--- config.mk ---
export PLATFORM = sky130hd
export DESIGN_NAME = tdc_timer
export DESIGN_NICKNAME = d
export VERILOG_FILES = /design/src/common/tdc_pkg.sv /design/src/hdl/tdc_timer.sv
export SDC_FILE = /design/constraint.sdc
export NUM_CORES = 1
export LEC_CHECK = 0
export BUFFER_PORTS_ARGS = -buffer_cell sky130_fd_sc_hd__buf_2
export CAP_MARGIN = 10
export CORE_ASPECT_RATIO = 0.6
export CORE_MARGIN = 4
export CORE_UTILIZATION = 48
export CTS_CLUSTER_DIAMETER = 100
export CTS_CLUSTER_SIZE = 14
export DETAILED_ROUTE_END_ITERATION = 12
export GPL_TIMING_DRIVEN = 0
export HOLD_SLACK_MARGIN = 0.05
export MAX_ROUTING_LAYER = met4
export PLACE_DENSITY_LB_ADDON = 0.15
export RECOVER_POWER = 50
export SYNTH_ARGS = -nofsm -noshare
export SYNTH_HDL_FRONTEND = slang
export SYNTH_SLANG_ARGS = --single-unit
--- constraint.sdc ---
create_clock -name clk_in -period 2.3 [get_ports clk_in]
set_clock_uncertainty 0.05 [all_clocks]
set_input_delay 0.575 -clock clk_in [delete_from_list [all_inputs] [get_ports clk_in]]
set_output_delay 0.575 -clock clk_in [all_outputs]
set_load 0.005 [all_outputs]
--- src/common/tdc_pkg.sv ---
// Register indices, field layouts and timing counts of the timer with input capture.
package tdc_pkg;
	localparam int ADDR_W = 12;
	localparam int DATA_W = 32;
	localparam int CNT_W = 8;
	localparam int NIB_W = 4;
	localparam int PRE_W = 7;
	// Register indices; the byte address of each register is four times its index.
	localparam logic [7:0] IDX_PIN_FUNC = 8'h0A;
	localparam logic [7:0] IDX_CLK_GATE = 8'h0D;
	localparam logic [7:0] IDX_MODE1 = 8'h18;
	localparam logic [7:0] IDX_MODE2 = 8'h19;
	localparam logic [7:0] IDX_DATA_LO = 8'h1A;
	localparam logic [7:0] IDX_DATA_HI = 8'h1B;
	localparam logic [7:0] IDX_FLAGS = 8'h1C;
	localparam logic [7:0] IDX_IRQ_STAT = 8'h1D;
	localparam logic [7:0] IDX_IRQ_MASK = 8'h1E;
	localparam int IDX_LSB = 2;
	localparam int IDX_MSB = 9;
	// First mode register: bit 3 reload, bits 2..0 input clock source.
	localparam int M1_RELOAD_BIT = 3;
	localparam int M1_CLK_MSB = 2;
	localparam logic [2:0] CLK_EXT_EVENT = 3'h7;
	// Second mode register: bit 2 capture enable, bits 1..0 edge select.
	localparam int M2_CAP_BIT = 2;
	localparam int M2_EDGE_MSB = 1;
	localparam logic [1:0] EDGE_FALL = 2'h1;
	localparam logic [1:0] EDGE_RISE = 2'h2;
	localparam logic [1:0] EDGE_BOTH = 2'h3;
	localparam int PIN_EVENT_BIT = 0;
	localparam int GATE_STOP_BIT = 0;
	// Flag register bits, written with 0 to clear.
	localparam int FLAG_IRQ = 0;
	localparam int FLAG_CSF = 1;
	localparam int FLAG_CEF = 2;
	localparam int FLAG_W = 3;
	// Interrupt status and mask bits.
	localparam int EV_OVF = 0;
	localparam int EV_CAP = 1;
	localparam int EV_ERR = 2;
	localparam int EV_W = 3;
	localparam logic [3:0] MODE1_RST = 4'h0;
	localparam logic [2:0] MODE2_RST = 3'h0;
	localparam logic [3:0] NIB_RST = 4'h0;
	localparam logic [7:0] CNT_ZERO = 8'h00;
	localparam logic [7:0] CNT_MAX = 8'hFF;
	localparam logic [1:0] MODE_DELAY_CYC = 2'h2;
	localparam logic [1:0] DLY_ONE = 2'h1;
	localparam logic [1:0] DLY_IDLE = 2'h0;
	localparam logic [DATA_W-1:0] RDATA_ZERO = 32'h0000_0000;
endpackage : tdc_pkg

--- src/hdl/tdc_timer.sv ---
// Eight-bit up-counting timer with event counting and input capture, reached over APB.
// Function
// Capture edge: falling, rising or both
// Edge latches count, sets request and status
// Capture clears counter, counting continues
// Error on edge while status set, overflow
// Status and error cleared by reset, zero-write
// Entering capture mode clears the counter
// First mode register: reload, clock, prescale
// First mode change applies two cycles later
// Software picks internal clock for capture
// Second mode register: edge and capture enable
// Captured value independent of nibble read order
// Split preload register, low nibble resets zero
// Split read register for count or capture
// Pin function selects event input
// Clock gate register stops the timer
// Counter loads preload, increments on clock
// Overflow reloads or restarts from zero
// Overflow sets request flag, software clears
// Event pin synchronised before edge detection
`timescale 1ns/1ps
`default_nettype none
module tdc_timer (
	input wire logic clk_in,
	input wire logic reset_in,
	input wire logic ce_in,
	input wire logic psel_in,
	input wire logic penable_in,
	input wire logic pwrite_in,
	input wire logic [tdc_pkg::ADDR_W-1:0] paddr_in,
	input wire logic [tdc_pkg::DATA_W-1:0] pwdata_in,
	output logic [tdc_pkg::DATA_W-1:0] prdata_out,
	output logic pready_out,
	output logic pslverr_out,
	input wire logic event_trigger_pin_in,
	output logic irq_out
);
	import tdc_pkg::*;

	logic [7:0] idx;
	logic hit;
	logic setup_rd;
	logic acc_wr;
	logic acc_rd;
	logic [3:0] pin_function_select_2_ff;
	logic [3:0] module_clock_gate_1_ff;
	logic [3:0] mode1_pend_ff;
	logic [3:0] timer_mode_clock_select_ff;
	logic [1:0] mode1_dly_ff;
	logic [2:0] timer_mode_edge_capture_ff;
	logic [3:0] preload_low_nibble_ff;
	logic [3:0] preload_high_nibble_ff;
	logic [CNT_W-1:0] cnt_ff;
	logic [CNT_W-1:0] cap_ff;
	logic [NIB_W-1:0] hold_hi_ff;
	logic [PRE_W-1:0] pre_ff;
	logic [PRE_W-1:0] pre_tick;
	logic [FLAG_W-1:0] flags_ff;
	logic [EV_W-1:0] irq_stat_ff;
	logic [EV_W-1:0] irq_mask_ff;
	logic [DATA_W-1:0] prdata_ff;
	logic [DATA_W-1:0] nxt_rdata;
	logic ev_sync1_ff;
	logic ev_sync2_ff;
	logic ev_prev_ff;
	logic rise;
	logic fall;
	logic edge_hit;
	logic cap_en;
	logic running;
	logic tick;
	logic capture;
	logic overflow;
	logic cap_error;
	logic cap_start;
	logic load;
	logic [CNT_W-1:0] preload;
	logic [FLAG_W-1:0] nxt_flags;
	logic [EV_W-1:0] events;

	// APB decode; the slave never waits, except that a frozen block holds the bus off.
	assign idx = paddr_in[IDX_MSB:IDX_LSB];
	assign hit = (idx == IDX_PIN_FUNC) || (idx == IDX_CLK_GATE) || (idx == IDX_MODE1) ||
		(idx == IDX_MODE2) || (idx == IDX_DATA_LO) || (idx == IDX_DATA_HI) ||
		(idx == IDX_FLAGS) || (idx == IDX_IRQ_STAT) || (idx == IDX_IRQ_MASK);
	assign setup_rd = ce_in && psel_in && !penable_in && !pwrite_in;
	assign acc_wr = ce_in && psel_in && penable_in && pwrite_in && hit;
	assign acc_rd = ce_in && psel_in && penable_in && !pwrite_in && hit;
	assign pready_out = ce_in;
	assign pslverr_out = psel_in && penable_in && !hit;
	assign prdata_out = prdata_ff;

	assign cap_en = timer_mode_edge_capture_ff[M2_CAP_BIT];
	assign running = !module_clock_gate_1_ff[GATE_STOP_BIT];
	assign preload = {preload_high_nibble_ff, preload_low_nibble_ff};

	// Read data is formed in the setup phase so that it comes from a flip-flop.
	always_comb begin
		nxt_rdata = RDATA_ZERO;
		case (idx)
			IDX_DATA_LO: nxt_rdata[NIB_W-1:0] = cap_en ? cap_ff[NIB_W-1:0] : cnt_ff[NIB_W-1:0];
			IDX_DATA_HI: nxt_rdata[NIB_W-1:0] = cap_en ? cap_ff[CNT_W-1:NIB_W] : hold_hi_ff;
			IDX_FLAGS: nxt_rdata[FLAG_W-1:0] = flags_ff;
			IDX_IRQ_STAT: nxt_rdata[EV_W-1:0] = irq_stat_ff;
			IDX_IRQ_MASK: nxt_rdata[EV_W-1:0] = irq_mask_ff;
			default: nxt_rdata = RDATA_ZERO;
		endcase
	end

	always_ff @(posedge clk_in) begin
		if (reset_in) begin
			prdata_ff <= RDATA_ZERO;
		end else if (setup_rd) begin
			prdata_ff <= nxt_rdata;
		end
	end

	// The upper count nibble is frozen when the lower one is read, so a count read is coherent.
	always_ff @(posedge clk_in) begin
		if (reset_in) begin
			hold_hi_ff <= NIB_RST;
		end else if (setup_rd && idx == IDX_DATA_LO) begin
			hold_hi_ff <= cnt_ff[CNT_W-1:NIB_W];
		end
	end

	always_ff @(posedge clk_in) begin
		if (reset_in) begin
			pin_function_select_2_ff <= NIB_RST;
			module_clock_gate_1_ff <= NIB_RST;
		end else if (acc_wr) begin
			if (idx == IDX_PIN_FUNC) begin
				pin_function_select_2_ff <= pwdata_in[NIB_W-1:0];
			end
			if (idx == IDX_CLK_GATE) begin
				module_clock_gate_1_ff <= pwdata_in[NIB_W-1:0];
			end
		end
	end

	// A new first mode is parked and only steers the counter two cycles after the write.
	always_ff @(posedge clk_in) begin
		if (reset_in) begin
			mode1_pend_ff <= MODE1_RST;
			timer_mode_clock_select_ff <= MODE1_RST;
			mode1_dly_ff <= DLY_IDLE;
		end else if (ce_in) begin
			if (acc_wr && idx == IDX_MODE1) begin
				mode1_pend_ff <= pwdata_in[NIB_W-1:0];
				mode1_dly_ff <= MODE_DELAY_CYC;
			end else if (mode1_dly_ff != DLY_IDLE) begin
				mode1_dly_ff <= mode1_dly_ff - DLY_ONE;
				if (mode1_dly_ff == DLY_ONE) begin
					timer_mode_clock_select_ff <= mode1_pend_ff;
				end
			end
		end
	end

	always_ff @(posedge clk_in) begin
		if (reset_in) begin
			timer_mode_edge_capture_ff <= MODE2_RST;
		end else if (acc_wr && idx == IDX_MODE2) begin
			timer_mode_edge_capture_ff <= pwdata_in[M2_CAP_BIT:0];
		end
	end

	assign cap_start = acc_wr && idx == IDX_MODE2 && pwdata_in[M2_CAP_BIT] && !cap_en;
	assign load = acc_wr && idx == IDX_DATA_HI;

	// The upper preload nibble has no defined reset in the device; it is cleared here anyway.
	always_ff @(posedge clk_in) begin
		if (reset_in) begin
			preload_low_nibble_ff <= NIB_RST;
			preload_high_nibble_ff <= NIB_RST;
		end else if (acc_wr) begin
			if (idx == IDX_DATA_LO) begin
				preload_low_nibble_ff <= pwdata_in[NIB_W-1:0];
			end
			if (idx == IDX_DATA_HI) begin
				preload_high_nibble_ff <= pwdata_in[NIB_W-1:0];
			end
		end
	end

	// Event pin: two flip-flops against metastability, a third for the edge.
	always_ff @(posedge clk_in) begin
		if (reset_in) begin
			ev_sync1_ff <= 1'b0;
			ev_sync2_ff <= 1'b0;
			ev_prev_ff <= 1'b0;
		end else if (ce_in) begin
			ev_sync1_ff <= event_trigger_pin_in;
			ev_sync2_ff <= ev_sync1_ff;
			ev_prev_ff <= ev_sync2_ff;
		end
	end

	assign rise = ev_sync2_ff && !ev_prev_ff;
	assign fall = !ev_sync2_ff && ev_prev_ff;

	always_comb begin
		edge_hit = 1'b0;
		if (pin_function_select_2_ff[PIN_EVENT_BIT] && ce_in && running) begin
			case (timer_mode_edge_capture_ff[M2_EDGE_MSB:0])
				EDGE_FALL: edge_hit = fall;
				EDGE_RISE: edge_hit = rise;
				EDGE_BOTH: edge_hit = rise || fall;
				default: edge_hit = 1'b0;
			endcase
		end
	end

	// Prescaler: tap k pulses once every 2^(k+1) cycles.
	always_ff @(posedge clk_in) begin
		if (reset_in) begin
			pre_ff <= '0;
		end else if (ce_in && running) begin
			pre_ff <= pre_ff + PRE_W'(1);
		end
	end

	genvar k;
	generate
		for (k = 0; k < PRE_W; k++) begin : g_tap
			assign pre_tick[k] = &pre_ff[k:0];
		end
	endgenerate

	// In capture mode the external event source is never a count source, even if selected.
	always_comb begin
		tick = 1'b0;
		if (ce_in && running) begin
			if (timer_mode_clock_select_ff[M1_CLK_MSB:0] == CLK_EXT_EVENT) begin
				tick = edge_hit && !cap_en;
			end else begin
				tick = pre_tick[timer_mode_clock_select_ff[M1_CLK_MSB:0]];
			end
		end
	end

	assign capture = cap_en && edge_hit;
	assign overflow = tick && cnt_ff == CNT_MAX;
	assign cap_error = (capture && flags_ff[FLAG_CSF]) || (cap_en && overflow);

	// A capture outranks an overflow in the same cycle: the count restarts from zero.
	always_ff @(posedge clk_in) begin
		if (reset_in) begin
			cnt_ff <= CNT_ZERO;
		end else if (ce_in) begin
			if (cap_start) begin
				cnt_ff <= CNT_ZERO;
			end else if (load) begin
				cnt_ff <= {pwdata_in[NIB_W-1:0], preload_low_nibble_ff};
			end else if (capture) begin
				cnt_ff <= CNT_ZERO;
			end else if (overflow) begin
				cnt_ff <= timer_mode_clock_select_ff[M1_RELOAD_BIT] ? preload : CNT_ZERO;
			end else if (tick) begin
				cnt_ff <= cnt_ff + CNT_W'(1);
			end
		end
	end

	always_ff @(posedge clk_in) begin
		if (reset_in) begin
			cap_ff <= CNT_ZERO;
		end else if (capture) begin
			cap_ff <= cnt_ff;
		end
	end

	// Writing 0 clears a flag; a hardware set in the same cycle wins.
	always_comb begin
		nxt_flags = flags_ff;
		if (acc_wr && idx == IDX_FLAGS) begin
			nxt_flags = flags_ff & pwdata_in[FLAG_W-1:0];
		end
		if (overflow || capture) begin
			nxt_flags[FLAG_IRQ] = 1'b1;
		end
		if (capture) begin
			nxt_flags[FLAG_CSF] = 1'b1;
		end
		if (cap_error) begin
			nxt_flags[FLAG_CEF] = 1'b1;
		end
	end

	always_ff @(posedge clk_in) begin
		if (reset_in) begin
			flags_ff <= '0;
		end else if (ce_in) begin
			flags_ff <= nxt_flags;
		end
	end

	// Interrupt status clears only the bits that the read actually returned.
	assign events = {cap_error, capture, overflow};

	always_ff @(posedge clk_in) begin
		if (reset_in) begin
			irq_stat_ff <= '0;
		end else if (ce_in) begin
			if (acc_rd && idx == IDX_IRQ_STAT) begin
				irq_stat_ff <= (irq_stat_ff & ~prdata_ff[EV_W-1:0]) | events;
			end else begin
				irq_stat_ff <= irq_stat_ff | events;
			end
		end
	end

	always_ff @(posedge clk_in) begin
		if (reset_in) begin
			irq_mask_ff <= '0;
		end else if (acc_wr && idx == IDX_IRQ_MASK) begin
			irq_mask_ff <= pwdata_in[EV_W-1:0];
		end
	end

	assign irq_out = |(irq_stat_ff & irq_mask_ff);
endmodule : tdc_timer
`default_nettype wire

==> metrics.txt, run 1 <==
# TYPE chip_impl_metric gauge
chip_impl_metric{name="number_of_antenna_violations_at_the_first_check_in_global_routing",unit=""} 0
chip_impl_metric{name="start_util",unit="%"} 51.20
chip_impl_metric{name="dieWidth",unit="µm"} 119.0
chip_impl_info{name="reg2reg_to",value="cnt_ff[0]"} 1
chip_impl_metric{name="post-route-min-period",unit="ns"} 2.292
chip_impl_metric{name="clock_sinks",unit=""} 66
chip_impl_info{name="crit_path_frequent_cell",value="ha_4"} 1
chip_impl_metric{name="yosysWarnings",unit=""} 0
chip_impl_metric{name="achievable_freq",unit="GHz"} 0.4362
chip_impl_metric{name="wl_per_cell",unit="µm"} 15.66
chip_impl_metric{name="finalHoldViolations",unit=""} 0
chip_impl_metric{name="crit_fanout",unit=""} 4
chip_impl_metric{name="total_standard_cell_area_after_synthesis",unit="mm²"} 0.003551
chip_impl_metric{name="drt-total-wl",unit="µm"} 9349
chip_impl_metric{name="routed-via-count",unit=""} 3240
chip_impl_metric{name="dpl.hpwl",unit="µm"} 6854
chip_impl_info{name="criticalPathCategory",value="flop to flop"} 1
chip_impl_metric{name="flow.area_growth_from_synthesis",unit="%"} 24.45
chip_impl_metric{name="final_net_count",unit=""} 551
chip_impl_metric{name="static-leakage-power",unit="nW"} 1.667
chip_impl_metric{name="yosysSeqAreaShare",unit="%"} 37.21
chip_impl_metric{name="grt-ovfl-total",unit=""} 0
chip_impl_metric{name="required_time_of_the_critical_path",unit="ns"} 2.47
chip_impl_metric{name="layout-drive-gt1-share",unit="%"} 21.93
chip_impl_metric{name="floorplan.core_area",unit="mm²"} 0.006935
chip_impl_metric{name="cp.depth",unit=""} 10
chip_impl_metric{name="synth-edff-count",unit=""} 0
chip_impl_metric{name="worst_slack_after_detailed_placement",unit="ns"} -0.3693
chip_impl_info{name="crit_path_end_kind",value="flop"} 1
chip_impl_metric{name="worst_slew_margin_rel",unit="%"} 50.58
chip_impl_info{name="outcome",value="finished clean"} 1
chip_impl_info{name="cp_cell_sequence",value="ha_4 -> nand3_4 -> inv_2 -> ha_4 -> nor2b_4 -> o21a_1 -> o31ai_4 -> nor2_4 -> mux2_4 -> a32o_1"} 1
chip_impl_metric{name="worstMarginPinSlew",unit="ns"} 0.7412
chip_impl_metric{name="grt_pass1_vias",unit=""} 2841
chip_impl_info{name="synth_top_flop_cell",value="dfxtp_1"} 1
chip_impl_metric{name="grt_use_total",unit="%"} 22.19
chip_impl_info{name="tritoncts",value="built"} 1
chip_impl_metric{name="power.ir.vdd_worst",unit="mV"} 0.4045
chip_impl_metric{name="synth_seq_cells",unit=""} 66
chip_impl_metric{name="grt_pass1_wl",unit="µm"} 14770
chip_impl_metric{name="netlist_instances",unit=""} 421
chip_impl_metric{name="grt_start_max_net_pins",unit=""} 12
chip_impl_metric{name="reg2reg_setup_slack",unit="ns"} 0.008
chip_impl_info{name="timing.critical_path.to",value="cnt_ff[0]"} 1
chip_impl_info{name="setup_crit_start_kind",value="flop"} 1
chip_impl_info{name="synth_most_common_cell",value="dfxtp_1"} 1
chip_impl_info{name="critPathSlowestCell",value="o31ai_4"} 1
chip_impl_info{name="post_synth_main_area_contributors",value="dfxtp_1 (37%), mux2i_1 (10%), buf_4 (6.6%)"} 1
chip_impl_metric{name="io_buffer_count",unit=""} 23
chip_impl_metric{name="postSynthAreaPerCell",unit="µm²"} 8.434
chip_impl_metric{name="cts_htree_levels",unit=""} 3
chip_impl_metric{name="cts_made_buffers",unit=""} 9
chip_impl_info{name="synth.largest_area_cell",value="dfxtp_1"} 1
chip_impl_metric{name="post-route-worst-setup-slack",unit="ns"} 0.007617
chip_impl_metric{name="share_of_the_clock_period_used_by_the_worst_path_after_layout",unit="%"} 99.67
chip_impl_metric{name="cts_buffer_depth",unit=""} 2
chip_impl_info{name="grt_setup_unrepaired",value="true"} 1
chip_impl_metric{name="timing.reg2reg.worst_path_depth",unit=""} 10
chip_impl_metric{name="detail_route.first_pass.iterations",unit=""} 4
chip_impl_metric{name="max_cap_viol_count",unit=""} 0
chip_impl_info{name="critPathLaunch",value="pre_ff[0]"} 1
chip_impl_info{name="crit-reg2reg-launch",value="pre_ff[0]"} 1
chip_impl_metric{name="worst-path-buf-inv",unit=""} 1
chip_impl_metric{name="place_congestion",unit=""} 0.8866
chip_impl_info{name="synth_commonest_cells",value="dfxtp_1 (66), nor2_1 (48), nand2_1 (42)"} 1
chip_impl_metric{name="arrival",unit="ns"} 2.46
chip_impl_metric{name="n_fill_cell",unit=""} 605
chip_impl_metric{name="drc",unit=""} 0
chip_impl_info{name="cell_family_with_most_cp_delay",value="compound AO/OA/AOI/OAI gates"} 1
chip_impl_metric{name="synth_top_area_share",unit="%"} 37.21
chip_impl_metric{name="yosysUniqueCellTypes",unit=""} 58
chip_impl_metric{name="synth_async_sr_flop_share",unit="%"} 0
chip_impl_metric{name="ant_nets",unit=""} 0
chip_impl_metric{name="floorplan.io_pins",unit=""} 86
chip_impl_metric{name="totalNegativeSetupSlack",unit="ns"} 0
chip_impl_metric{name="slew_viol_final",unit=""} 0
chip_impl_metric{name="clk-insertion-delay-late",unit="ns"} 0.33
chip_impl_metric{name="vias_per_cell",unit=""} 5.427
chip_impl_info{name="hold_path_class",value="flop to flop"} 1
chip_impl_metric{name="dr_iter_0_viols",unit=""} 324
chip_impl_metric{name="n_antenna_cell",unit=""} 0
chip_impl_metric{name="cts.clk_slew.worst_paths",unit="ns"} 0.06
chip_impl_metric{name="vertical_extent_of_the_die",unit="µm"} 74.63
chip_impl_metric{name="power_density",unit="mW/mm²"} 608.3
chip_impl_info{name="cts-root-buf",value="clkbuf_16"} 1
chip_impl_metric{name="rows",unit=""} 23
chip_impl_metric{name="fin_total_pwr",unit="mW"} 2.688
chip_impl_metric{name="cts_hold_repair.buffers",unit=""} 0
chip_impl_metric{name="timing.final.setup_violations",unit=""} 0
chip_impl_metric{name="cpPeakStageDelay",unit="ns"} 0.40
chip_impl_metric{name="die_area",unit="mm²"} 0.008883
==> registers in the layout, indices dropped and copies added, names as in the netlist, 2 cells and up <==
| register | cells |
|---|---|
| preload_high_nibble_ff | 4 |
| prdata_out | 4 |
| mode1_pend_ff | 4 |
| flags_ff | 3 |
| cap_ff | 8 |
| hold_hi_ff | 4 |
| timer_mode_clock_select_ff | 4 |
| preload_low_nibble_ff | 4 |
| cnt_ff | 8 |
| irq_mask_ff | 3 |
| mode1_dly_ff | 2 |
| irq_stat_ff | 3 |
| timer_mode_edge_capture_ff | 3 |
| pre_ff | 7 |
==> where the power goes <==
part	switching [mW]	internal, mW
Sequential	0.0255	1.16
Combinational	0.136	0.117
Clock	0.494	0.752
Total	0.656	2.03
==> metal layers <==
layer / track usage [%] / vias up / routed length [µm]
met2: 29.39 / 153 / 3662
met5: - / - / 0
li1: - / 1575 / -
met3: 7.282 / 11 / 996
met4: 4.493 / 0 / 89
met1: 32.49 / 1501 / 4602
==> timing repair <==
item | CTS | global route
setup buffers | 9 | 1
gates resized for setup | 22 | 22
pin swaps | 9 | 13
endpoints found under the setup margin | 15 | 16
gates cloned | 0 | 0
==> tightest hold or removal path, cell delays in order, from the launching register on <==
cell     delay [ns]
dfxtp_1        0.30
nand2_1        0.05
a21oi_1        0.05
==> kinds of logic after synthesis <==
logic type	after synthesis	share of synthesized area (%)
and+or+nand+nor	150	20.61
AOI/OAI and AO/OA	89	16.77
DFF	66	37.21
buffers and inverters	61	9.760
muxes	38	10.75
xor gates and xnor gates	8	1.973
adders and majority gates	8	2.819
other	1	0.1056
==> metrics by stage <==
stage               cells  area (µm²)  hold WS, ns  util (%)
floorplan             448        3661       0.3860         -
global placement      571        3901       0.3919     56.25
detailed placement    571        3901       0.3996     56.25
CTS                   596        4348       0.4070     62.69
global route          597        4419       0.4276     63.72
finish                597        4419       0.4033     63.72
==> layout make-up <==
| type | instances | area (µm²) | area share (%) |
|---|---|---|---|
| buffer | 50 | 312.8 | 7.078 |
| clock buffer | 11 | 242.7 | 5.493 |
| clock inverter | 5 | 30.03 | 0.6795 |
| inverter | 11 | 41.29 | 0.9343 |
| multi-input combinational | 321 | 2150 | 48.64 |
| sequential | 66 | 1333 | 30.15 |
| tap | 100 | 125.1 | 2.831 |
| timing repair buffer | 33 | 185.2 | 4.190 |
==> worst min path at each step <==
stage	start	to	slack (ns)	depth (start not counted)
after floorplan	cap_ff[0]	cap_ff[0]	0.39	2
after global placement	cap_ff[1]	cap_ff[1]	0.39	2
after detailed placement	cap_ff[7]	cap_ff[7]	0.40	2
after CTS	cap_ff[7]	cap_ff[7]	0.41	2
after global routing	cap_ff[7]	cap_ff[7]	0.43	2
final	cap_ff[7]	cap_ff[7]	0.40	2
==> cell usage in the layout, fill, tap and decap left out, types with 5 or more instances in the layout <==
master,n
mux2i_1,36
clkbuf_16,9
buf_4,37
dfxtp_1,61
a21oi_1,36
xnor2_1,5
buf_2,20
nand3_1,18
nand2_1,42
inv_1,9
nand2b_1,6
o21ai_0,14
nor2_1,46
clkbuf_1,19
conb_1,28
No activity file was read; power rests on OpenSTA's default activity.
==> inputs of run 2 (changes only) <==
CORE_UTILIZATION = 42   (was 48)
==> run 2 against run 1 <==
The flow now finishes with violations (negative setup slack). Highest routed layer unchanged. Power is 9.4% higher. Final cell count is 1.7% higher. Non-clock buffer count is 3 higher. Sequential power hardly changed.
==> metrics.txt, run 2 (synthesis results as in run 1) <==
# TYPE chip_impl_metric gauge
chip_impl_metric{name="comb_power_share",unit="%"} 8.7
chip_impl_metric{name="grt_use_total",unit="%"} 20.25
chip_impl_info{name="whs_endpoint",value="cap_ff[3]"} 1
chip_impl_info{name="setup_crit_start_kind",value="flop"} 1
chip_impl_info{name="crit-reg2reg-launch",value="pre_ff[0]"} 1
chip_impl_metric{name="floorplan.io_pins",unit=""} 86
chip_impl_info{name="hold_path_class",value="flop to flop"} 1
chip_impl_metric{name="cts.clk_slew.worst_paths",unit="ns"} 0.05
chip_impl_metric{name="internal_power",unit="mW"} 2.287
chip_impl_metric{name="required_time_of_the_critical_path",unit="ns"} 2.48
chip_impl_info{name="largestRegisters",value="cap_ff x8, cnt_ff x8, pre_ff x7"} 1
chip_impl_metric{name="detail_route.first_pass.iterations",unit=""} 5
chip_impl_metric{name="timing.final.setup_violations",unit=""} 3
chip_impl_metric{name="static-leakage-power",unit="nW"} 1.724
chip_impl_metric{name="worst_slack_after_detailed_placement",unit="ns"} -0.3842
chip_impl_metric{name="layout-drive-gt1-share",unit="%"} 22.65
chip_impl_metric{name="slew_viol_final",unit=""} 0
chip_impl_metric{name="finalHoldViolations",unit=""} 0
chip_impl_info{name="crit_path_end_kind",value="flop"} 1
chip_impl_metric{name="achievable_freq",unit="GHz"} 0.4293
chip_impl_metric{name="io_buffer_count",unit=""} 23
chip_impl_metric{name="post-route-worst-setup-slack",unit="ns"} -0.02955
chip_impl_metric{name="clk-insertion-delay-late",unit="ns"} 0.33
chip_impl_info{name="mostFrequentLayoutCells",value="dfxtp_1 (62), nor2_1 (46), nand2_1 (42), buf_4 (42), mux2i_1 (36)"} 1
chip_impl_metric{name="grt_start_max_net_pins",unit=""} 11
chip_impl_info{name="reg2reg_to",value="cnt_ff[0]"} 1
chip_impl_info{name="failed_checks",value="negative setup slack"} 1
chip_impl_metric{name="drc",unit=""} 0
chip_impl_metric{name="whs_path_depth",unit=""} 2
chip_impl_metric{name="worst_hold_slack",unit="ns"} 0.4027
chip_impl_metric{name="floorplan.core_area",unit="mm²"} 0.008039
chip_impl_metric{name="switchingPower",unit="mW"} 0.6531
chip_impl_info{name="layout.cells.most_common",value="dfxtp_1"} 1
chip_impl_metric{name="start_util",unit="%"} 44.17
chip_impl_info{name="grt_setup_unrepaired",value="true"} 1
chip_impl_info{name="min_from",value="cap_ff[3]"} 1
chip_impl_metric{name="clock_sinks",unit=""} 66
chip_impl_metric{name="dieWidth",unit="µm"} 126.7
chip_impl_metric{name="worstMarginPinSlew",unit="ns"} 0.7335
chip_impl_metric{name="cts_hold_repair.buffers",unit=""} 0
chip_impl_info{name="criticalPathCategory",value="flop to flop"} 1
chip_impl_metric{name="worst_slew_margin_rel",unit="%"} 51.10
chip_impl_metric{name="dpl.hpwl",unit="µm"} 6979
chip_impl_metric{name="routed-via-count",unit=""} 3191
chip_impl_metric{name="crit_fanout",unit=""} 4
chip_impl_metric{name="n_antenna_cell",unit=""} 0
chip_impl_metric{name="share_of_the_clock_period_used_by_the_worst_path_after_layout",unit="%"} 101.3
chip_impl_metric{name="wl_per_cell",unit="µm"} 16.14
chip_impl_metric{name="clockPowerShare",unit="%"} 50.7
chip_impl_metric{name="max_cap_viol_count",unit=""} 0
chip_impl_metric{name="post-route-min-period",unit="ns"} 2.330
chip_impl_metric{name="fin_total_pwr",unit="mW"} 2.940
chip_impl_metric{name="finalInstanceArea",unit="mm²"} 0.004506
chip_impl_metric{name="rows",unit=""} 25
chip_impl_metric{name="arrival",unit="ns"} 2.51
chip_impl_metric{name="fin_util",unit="%"} 56.05
chip_impl_metric{name="vertical_extent_of_the_die",unit="µm"} 79.23
chip_impl_metric{name="fin_cells",unit=""} 607
chip_impl_metric{name="grt_pass1_vias",unit=""} 2932
chip_impl_metric{name="number_of_antenna_violations_at_the_first_check_in_global_routing",unit=""} 0
chip_impl_metric{name="totalNegativeSetupSlack",unit="ns"} -0.04964
chip_impl_metric{name="post_dp_cell_area",unit="mm²"} 0.003911
chip_impl_metric{name="swShare",unit="%"} 22.22
chip_impl_metric{name="placed_cells_incl_taps",unit=""} 579
chip_impl_info{name="outcome",value="finished, violations left"} 1
chip_impl_metric{name="ant_nets",unit=""} 0
chip_impl_metric{name="timing.reg2reg.worst_path_depth",unit=""} 10
chip_impl_metric{name="final_net_count",unit=""} 554
chip_impl_metric{name="grt-ovfl-total",unit=""} 0
chip_impl_metric{name="drt-total-wl",unit="µm"} 9796
chip_impl_metric{name="power_density",unit="mW/mm²"} 652.5
chip_impl_metric{name="die_area",unit="mm²"} 0.01004
chip_impl_info{name="cts-root-buf",value="clkbuf_16"} 1
chip_impl_metric{name="reg2reg_setup_slack",unit="ns"} -0.03
chip_impl_metric{name="cts_htree_levels",unit=""} 3
chip_impl_metric{name="power.ir.vdd_worst",unit="mV"} 0.4108
chip_impl_metric{name="dr_iter_0_viols",unit=""} 324
chip_impl_metric{name="flow.area_growth_from_synthesis",unit="%"} 26.89
chip_impl_info{name="tritoncts",value="built"} 1
chip_impl_metric{name="vias_per_cell",unit=""} 5.257
chip_impl_metric{name="seq_power_share",unit="%"} 40.5
chip_impl_metric{name="place_congestion",unit=""} 0.9116
chip_impl_metric{name="cts_buffer_depth",unit=""} 2
chip_impl_metric{name="cts_made_buffers",unit=""} 9
chip_impl_metric{name="grt_pass1_wl",unit="µm"} 15460
## run 2: changes by cell type in the layout (fill, tap and decap cells not counted), moves of 2 or more
cell / previous run / this run
buf_4: 37 / 42
bufinv_16: 0 / 2
clkinv_2: 3 / 0
clkinvlp_4: 2 / 0
## run 2: worst max-delay path by stage
stage	to	cells after the start	from
CTS	cnt_ff[3]	10	pre_ff[0]
finish	cnt_ff[0]	10	pre_ff[0]
global placement	timer_mode_clock_select_ff[0]	9	paddr_in[9]
floorplan	cnt_ff[7]	8	ev_sync2_ff
global route	cnt_ff[3]	10	pre_ff[0]
detailed placement	timer_mode_clock_select_ff[2]	9	paddr_in[9]
## run 2: timing repair
item | 4_1_cts | 5_1_grt
pin swaps | 14 | 12
resized for setup | 22 | 21
setup buffers | 10 | 5
gates cloned | 0 | 0
setup endpoints to repair | 15 | 20
## run 2: area by class of cell
class	count	area, µm²
Buffer	49	304.0
Clock buffer	13	260.3
Clock inverter	2	60.06
Fill cell	768	3533
Inverter	11	41.29
Multi-Input combinational cell	321	2160
Sequential cell	66	1329
Tap cell	108	135.1
Timing Repair Buffer	37	216.5
## run 2: power groups by stage
stage          Sequential, mW  Combinational [mW]  Clock (mW)
3_3_place_gp             1.21               0.219           0
3_5_place_dp             1.21               0.222           0
5_1_grt                  1.19               0.283        1.58
6_report                 1.19               0.257        1.49
2_1_floorplan            1.20               0.161           0
4_1_cts                  1.19               0.242        1.52
## run 2: routing by layer
layer	track usage (%)	share of wire (%)
met1	29.60	51
met2	26.27	39
met3	6.519	8.3
met4	5.460	1.5
met5	-	0
## run 2: worst max-delay path, stage by stage (launching register included)
cell     delay (ns)
dfxtp_4        0.35
ha_4           0.18
nand3_4        0.11
inv_2          0.06
ha_4           0.15
nor2b_4        0.12
o21a_1         0.21
o31ai_4        0.41
nor2_4         0.08
mux2_4         0.31
a32o_1         0.20
